File: src/design/vpg_pkg.sv
package vpg_pkg;

  // register map
  localparam logic [7:0] PIN_CTRL_BASE = 8'h82;
  localparam logic [7:0] LEVELS_ADDR = 8'h87;
  localparam logic [7:0] PUMP_ADDR = 8'h88;

  // path_pin_levels field positions and writable mask
  localparam int LVL_SRC_ON = 5;
  localparam int LVL_SRC_OFF = 4;
  localparam int LVL_SNK_ON = 1;
  localparam int LVL_SNK_OFF = 0;
  localparam logic [7:0] LEVELS_MASK = 8'h33;
  localparam logic [7:0] LEVELS_RESET = 8'h00;

  // source_pump_control field position and writable mask
  localparam int PUMP_EN_BIT = 1;
  localparam logic [7:0] PUMP_MASK = 8'h02;
  localparam logic [7:0] PUMP_RESET = 8'h00;

  // pin_control_register field positions
  localparam int PIN_IE = 4;
  localparam int PIN_PP = 3;
  localparam int PIN_OE = 2;
  localparam int PIN_O = 1;
  localparam int PIN_I = 0;

  // path select codes
  localparam logic [2:0] SEL_GATE = 3'h0;
  localparam logic [2:0] SEL_LAST = 3'h4;

  typedef struct packed {
    logic inEn;
    logic pushPull;
    logic driveEn;
    logic outVal;
  } vpg_pin_t;

  localparam vpg_pin_t PIN_RESET = '{1'b0, 1'b0, 1'b0, 1'b0};

  // one strobe per path event
  typedef struct packed {
    logic srcOn;
    logic srcOff;
    logic snkOn;
    logic snkOff;
  } vpg_events_t;

endpackage : vpg_pkg

File: src/design/vpg_vbus_path_gpio_loader.sv
// Function
// - source path disable copies source_off_level into the selected pin output.
// - sink path enable copies sink_on_level into the selected pin output.
// - sink path disable copies sink_off_level into the selected pin output.
// - every load sets drive enable, leaves push-pull select alone.
// - loaded values show in the pin's control register on host reads.
// - source levels have no effect while source select is gate driver code.
// - sink levels have no effect while sink select is gate driver code.
// - pump register bit 1 enables source gate charge pump, resets zero.
// - reserved bits read zero and ignore writes.
// - select 000 is gate driver, 001 to 100 pins one to four.
// - enabled pin drives low for zero, high or floats for one.
`timescale 1ns/1ns
`default_nettype none
module vpg_vbus_path_gpio_loader #(
  parameter int NUM_PINS = 4
) (
  input wire logic clock,
  input wire logic nrst,
  input wire logic [7:0] regAddr,
  input wire logic regWr,
  input wire logic [7:0] regWdata,
  input wire logic regRd,
  output logic [7:0] regRdata,
  input wire logic [2:0] sourcePathPinSelect,
  input wire logic [2:0] sinkPathPinSelect,
  input wire vpg_pkg::vpg_events_t pathEvents,
  input wire logic [NUM_PINS-1:0] pinIn,
  output logic [NUM_PINS-1:0] pinOut,
  output logic [NUM_PINS-1:0] pinOe_n,
  output logic sourcePumpEnable
);

  function automatic logic [NUM_PINS-1:0] selDecode(input logic [2:0] sel);
    logic [NUM_PINS-1:0] hit;
    hit = '0;
    for (int i = 0; i < NUM_PINS; i++) begin
      if (sel == 3'(i + 1) && sel <= vpg_pkg::SEL_LAST) begin
        hit[i] = 1'b1;
      end
    end
    return hit;
  endfunction : selDecode

  logic [7:0] levels_q;
  logic [7:0] pump_q;
  vpg_pkg::vpg_pin_t [NUM_PINS-1:0] pins_q;
  logic [NUM_PINS-1:0] pinSync1_q;
  logic [NUM_PINS-1:0] pinSync2_q;
  logic [NUM_PINS-1:0] srcHit;
  logic [NUM_PINS-1:0] snkHit;
  logic [NUM_PINS-1:0] pinWr;
  logic srcLevel;
  logic snkLevel;

  // off wins over on in the same cycle: a fault must never leave a gate on
  assign srcLevel = pathEvents.srcOff ? levels_q[vpg_pkg::LVL_SRC_OFF]
                                      : levels_q[vpg_pkg::LVL_SRC_ON];
  assign snkLevel = pathEvents.snkOff ? levels_q[vpg_pkg::LVL_SNK_OFF]
                                      : levels_q[vpg_pkg::LVL_SNK_ON];
  // gate driver code decodes to no pin, so nothing loads
  assign srcHit = (pathEvents.srcOn || pathEvents.srcOff) ?
                  selDecode(sourcePathPinSelect) : '0;
  assign snkHit = (pathEvents.snkOn || pathEvents.snkOff) ?
                  selDecode(sinkPathPinSelect) : '0;

  always_comb begin
    for (int i = 0; i < NUM_PINS; i++) begin
      pinWr[i] = regWr && regAddr == vpg_pkg::PIN_CTRL_BASE + 8'(i);
    end
  end

  always_ff @(posedge clock) begin
    if (!nrst) begin
      levels_q <= vpg_pkg::LEVELS_RESET;
    end else if (regWr && regAddr == vpg_pkg::LEVELS_ADDR) begin
      levels_q <= regWdata & vpg_pkg::LEVELS_MASK;
    end
  end

  always_ff @(posedge clock) begin
    if (!nrst) begin
      pump_q <= vpg_pkg::PUMP_RESET;
    end else if (regWr && regAddr == vpg_pkg::PUMP_ADDR) begin
      pump_q <= regWdata & vpg_pkg::PUMP_MASK;
    end
  end

  // source load beats sink load if both name one pin
  always_ff @(posedge clock) begin
    if (!nrst) begin
      pins_q <= {NUM_PINS{vpg_pkg::PIN_RESET}};
    end else begin
      for (int i = 0; i < NUM_PINS; i++) begin
        if (srcHit[i]) begin
          pins_q[i].outVal <= srcLevel;
          pins_q[i].driveEn <= 1'b1;
        end else if (snkHit[i]) begin
          pins_q[i].outVal <= snkLevel;
          pins_q[i].driveEn <= 1'b1;
        end else if (pinWr[i]) begin
          pins_q[i].outVal <= regWdata[vpg_pkg::PIN_O];
          pins_q[i].driveEn <= regWdata[vpg_pkg::PIN_OE];
        end
        if (pinWr[i]) begin
          pins_q[i].pushPull <= regWdata[vpg_pkg::PIN_PP];
          pins_q[i].inEn <= regWdata[vpg_pkg::PIN_IE];
        end
      end
    end
  end

  always_ff @(posedge clock) begin
    if (!nrst) begin
      pinSync1_q <= '0;
      pinSync2_q <= '0;
    end else begin
      pinSync1_q <= pinIn;
      pinSync2_q <= pinSync1_q;
    end
  end

  always_ff @(posedge clock) begin
    if (!nrst) begin
      pinOut <= '0;
      pinOe_n <= '1;
    end else begin
      for (int i = 0; i < NUM_PINS; i++) begin
        pinOut[i] <= pins_q[i].outVal;
        pinOe_n[i] <= !(pins_q[i].driveEn &&
                        (!pins_q[i].outVal || pins_q[i].pushPull));
      end
    end
  end

  always_ff @(posedge clock) begin
    if (!nrst) begin
      sourcePumpEnable <= 1'b0;
    end else begin
      sourcePumpEnable <= pump_q[vpg_pkg::PUMP_EN_BIT];
    end
  end

  always_ff @(posedge clock) begin
    if (!nrst) begin
      regRdata <= 8'h00;
    end else if (regRd) begin
      regRdata <= 8'h00;
      if (regAddr == vpg_pkg::LEVELS_ADDR) begin
        regRdata <= levels_q;
      end else if (regAddr == vpg_pkg::PUMP_ADDR) begin
        regRdata <= pump_q;
      end
      for (int i = 0; i < NUM_PINS; i++) begin
        if (regAddr == vpg_pkg::PIN_CTRL_BASE + 8'(i)) begin
          regRdata <= {3'h0, pins_q[i].inEn, pins_q[i].pushPull,
                       pins_q[i].driveEn, pins_q[i].outVal,
                       pins_q[i].inEn & pinSync2_q[i]};
        end
      end
    end
  end

  // helper vectors for the checks below
  logic [NUM_PINS-1:0] outVec;
  logic [NUM_PINS-1:0] oeVec;
  logic [NUM_PINS-1:0] ppVec;
  always_comb begin
    for (int i = 0; i < NUM_PINS; i++) begin
      outVec[i] = pins_q[i].outVal;
      oeVec[i] = pins_q[i].driveEn;
      ppVec[i] = pins_q[i].pushPull;
    end
  end
endmodule : vpg_vbus_path_gpio_loader
`default_nettype wire

File: config.mk
export PLATFORM = sky130hd
export DESIGN_NAME = vpg_vbus_path_gpio_loader
export DESIGN_NICKNAME = d
export VERILOG_FILES = /design/src/design/vpg_pkg.sv /design/src/design/vpg_vbus_path_gpio_loader.sv
export SDC_FILE = /design/constraint.sdc
export NUM_CORES = 1
export LEC_CHECK = 0
export BUFFER_PORTS_ARGS = -buffer_cell sky130_fd_sc_hd__buf_2
export CAP_MARGIN = 20
export CORE_MARGIN = 1
export CORE_UTILIZATION = 47
export DETAILED_ROUTE_END_ITERATION = 8
export PLACE_DENSITY = 0.75
export REMOVE_ABC_BUFFERS = 1
export SETUP_SLACK_MARGIN = 0.05
export SYNTH_ARGS = -nofsm -noshare
export SYNTH_HDL_FRONTEND = slang
export SYNTH_SLANG_ARGS = --single-unit
export TNS_END_PERCENT = 1
File: constraint.sdc
create_clock -name clock -period 1.5 [get_ports clock]
set_clock_uncertainty 0.1 [all_clocks]
set_input_delay 0.15 -clock clock [delete_from_list [all_inputs] [get_ports clock]]
set_output_delay 0.15 -clock clock [all_outputs]
set_load 0.05 [all_outputs]
==> impl_metrics.env <==
export IMPL_outcome="finished, final reports clean"
export IMPL_multi_input_area_sq_mm=0.00107
export IMPL_cp_end_kind="flop"
export IMPL_portBuffers=46
export IMPL_synth_ff_latch_count=44
export IMPL_worst_setup_path_type="reg -> reg"
export IMPL_fmax_mhz=752
export IMPL_pin_count=51
export IMPL_syn_instance_count=205
export IMPL_worst_slack_ns=0.169
export IMPL_dp_hpwl_mm=3.49
export IMPL_viasPerCell=5.41
export IMPL_p_total_mw=2.51
export IMPL_insertion_delay_ns=0.30
export IMPL_critPathArrivalTime_ns=1.47
export IMPL_synth_avg_cell_area_sq_um=9.78
export IMPL_async_flop_share_pct=0
export IMPL_cts_clk_slew_worst_paths_ns=0.08
export IMPL_rsz0062_at_grt="yes"
export IMPL_nFillCells=342
export IMPL_dr_pass1_iters=4
export IMPL_gp_congestion=0.873
export IMPL_hold_viol_final=0
export IMPL_die_h_microns=67.3
export IMPL_drt_initial_drc_count=78
export IMPL_grt_pass1_vias=1598
export IMPL_design_core_area_sq_mm=0.00406
export IMPL_ys_seq_area_share_pct=43.9
export IMPL_dp_cells=313
export IMPL_vias=1765
export IMPL_synth_edf_count=0
export IMPL_critPathMaxFanout=4
export IMPL_die_area_sq_mm=0.00453
export IMPL_clockBufferDepth=2
export IMPL_critical_path_startpoint_type="flop"
export IMPL_root_buffer="clkbuf_8"
export IMPL_numCtsBuffers=5
export IMPL_stdcell_count=326
export IMPL_ir_drop_v=0.000422
export IMPL_fin_crit_sh_pct=88.7
export IMPL_seqCellArea_sq_um=882
export IMPL_hold_class="in -> reg"
export IMPL_fp_dieW_microns=67.3
export IMPL_drc=0
export IMPL_max_stage_delay_ns=0.39
export IMPL_reg_top3="pins_q: 8 flops, regRdata: 6 flops"
export IMPL_critPathSlowestCell="dfxtp_1"
export IMPL_syn_area_sq_mm=0.00201
export IMPL_dp_slack_ns=-0.130
export IMPL_fin_crit_ns=1.33
export IMPL_final_layout_size_suffix_gt1_share_pct=32.6
export IMPL_tritoncts="built"
export IMPL_final_max_slew_viol_count=0
export IMPL_path_cells="mux2i_1 -> and3_1 -> a311o_1 -> a21oi_1"
export IMPL_utilization_pct=64.4
export IMPL_setup_tns_ns=0
export IMPL_fin_nets=309
export IMPL_grt_max_degree=21
export IMPL_ys_warn_count=0
export IMPL_grt_pass1_wl_mm=7.67
export IMPL_rows=23
export IMPL_drv_cap=0
export IMPL_wl_per_cell_microns=15.0
export IMPL_ys_types=48
export IMPL_largest_reg_flops=8
export IMPL_p_leak_nw=1.24
export IMPL_grt_use_total_pct=23.9
export IMPL_htree_levels=2
export IMPL_diodes=0
export IMPL_synthToLayoutAreaGrowth_pct=30.2
export IMPL_clock_sinks=44
export IMPL_antenna_found_initial=0
export IMPL_drtAntennaViolNets=0
export IMPL_critical_path_required_ns=1.64
export IMPL_wl_mm=4.89
export IMPL_postCtsSetupRepairBufs=0
export IMPL_initial_core_util_pct=49.4
export IMPL_synth_ff_type="dfxtp_1"
export IMPL_regMostFlops="pins_q"
export IMPL_p_per_area_mw_per_mm2=961
export IMPL_setup_violations=0
export IMPL_overflow=0
kinds of logic (layout without fill, tap and decap cells):
family / after synthesis / after routing / synth area share [%]
multiplexers: 31 / 31 / 16.0
buffers and inverters: 16 / 86 / 3.43
AND/OR/NAND/NOR: 75 / 75 / 23.6
other: 1 / 2 / 0.187
AO/OA/AOI/OAI: 38 / 38 / 12.9
flip-flops: 44 / 44 / 43.9
critical path, delay by kind of cell, from the launching register on:
| kind | cells | cell delay, ns |
|---|---|---|
| multiplexers | 1 | 0.16 |
| AND/OR/NAND/NOR | 1 | 0.20 |
| flip-flops | 1 | 0.39 |
| AO/OA/AOI/OAI | 2 | 0.42 |
worst paths after layout:
path | start | depth (start not counted) | endpoint | slack, ns
worst max register to register | levels_q[5] | 4 | outVec[1] | 0.17
worst max-delay path | levels_q[5] | 4 | outVec[1] | 0.17
worst min register to register | pinSync1_q[3] | 1 | pinSync2_q[3] | 0.34
worst min-delay path | regWdata[0] | 3 | levels_q[0] | 0.002
report_power, final:
group | internal (mW) | switching [mW] | leakage, nW | total, mW
Combinational | 0.133 | 0.177 | 0.822 | 0.311
Sequential | 1.20 | 0.0188 | 0.359 | 1.22
Clock | 0.587 | 0.390 | 0.0645 | 0.977
Total | 1.92 | 0.586 | 1.24 | 2.51
routing by layer:
metal | track usage, % | part of all wire, % | vias to the layer above
met3 | 6.25 | 6.8 | 8
li1 | - | - | 879
met2 | 38.5 | 47 | 61
met1 | 29.6 | 44 | 817
met5 | 0 | 0 | -
met4 | 10.9 | 1.9 | 0
cell usage in the layout, fill, tap and decap left out, drive strengths merged, types with 5 or more instances in the layout:
master	count
buf	66
dfxtp	44
mux2i	23
nor2	21
nand3	10
and2	10
a21oi	10
mux2	8
clkbuf	7
inv	6
o21ai	6
nand2	5
dlygate4sd3	5
metrics by stage:
stage | hold WS [ns] | area, sq um
after floorplan | 0.139 | 1970
after global placement | 0.255 | 2420
after detailed placement | 0.260 | 2420
after CTS | 0.00160 | 2600
after global routing | 0.0285 | 2610
final | 0.00175 | 2610
timing repair:
action,4_1_cts,5_1_grt
endpoints found under the setup margin,2,4
hold buffers,5,0
hold endpoints to repair,5,0
pin swaps,0,1
gates resized for setup,1,3
area by class of cell:
| type | count | share of cell area [%] |
|---|---|---|
| multi-input combinational | 146 | 41.0 |
| sequential | 44 | 33.8 |
| timing repair buffer | 71 | 17.0 |
| clock buffer | 7 | 3.69 |
| tap | 50 | 2.40 |
| clock inverter | 1 | 1.15 |
| inverter | 7 | 1.01 |
synth_stat cells (2+ instances only):
master | count | share of area (%)
mux2_2 | 7 | 3.9
nand3_1 | 10 | 2.5
clkbuf_1 | 6 | 1.1
o211ai_1 | 4 | 1.5
nor4b_1 | 3 | 1.3
a211oi_1 | 4 | 1.5
inv_1 | 6 | 1.1
nand2b_1 | 2 | 0.62
dfxtp_1 | 44 | 44
o21ai_0 | 5 | 1.2
buf_4 | 2 | 0.75
a22oi_1 | 2 | 0.75
o21a_1 | 2 | 0.75
nand3b_1 | 3 | 1.1
nand2_1 | 5 | 0.94
nor2_1 | 21 | 3.9
mux2i_1 | 23 | 11
or3b_2 | 2 | 0.87
nor2b_1 | 3 | 0.94
nand4_1 | 2 | 0.62
and3b_1 | 2 | 0.87
a21oi_1 | 10 | 2.5
and2_1 | 10 | 3.1
nor3b_1 | 3 | 1.1
No activity file was read; power rests on OpenSTA's default activity.
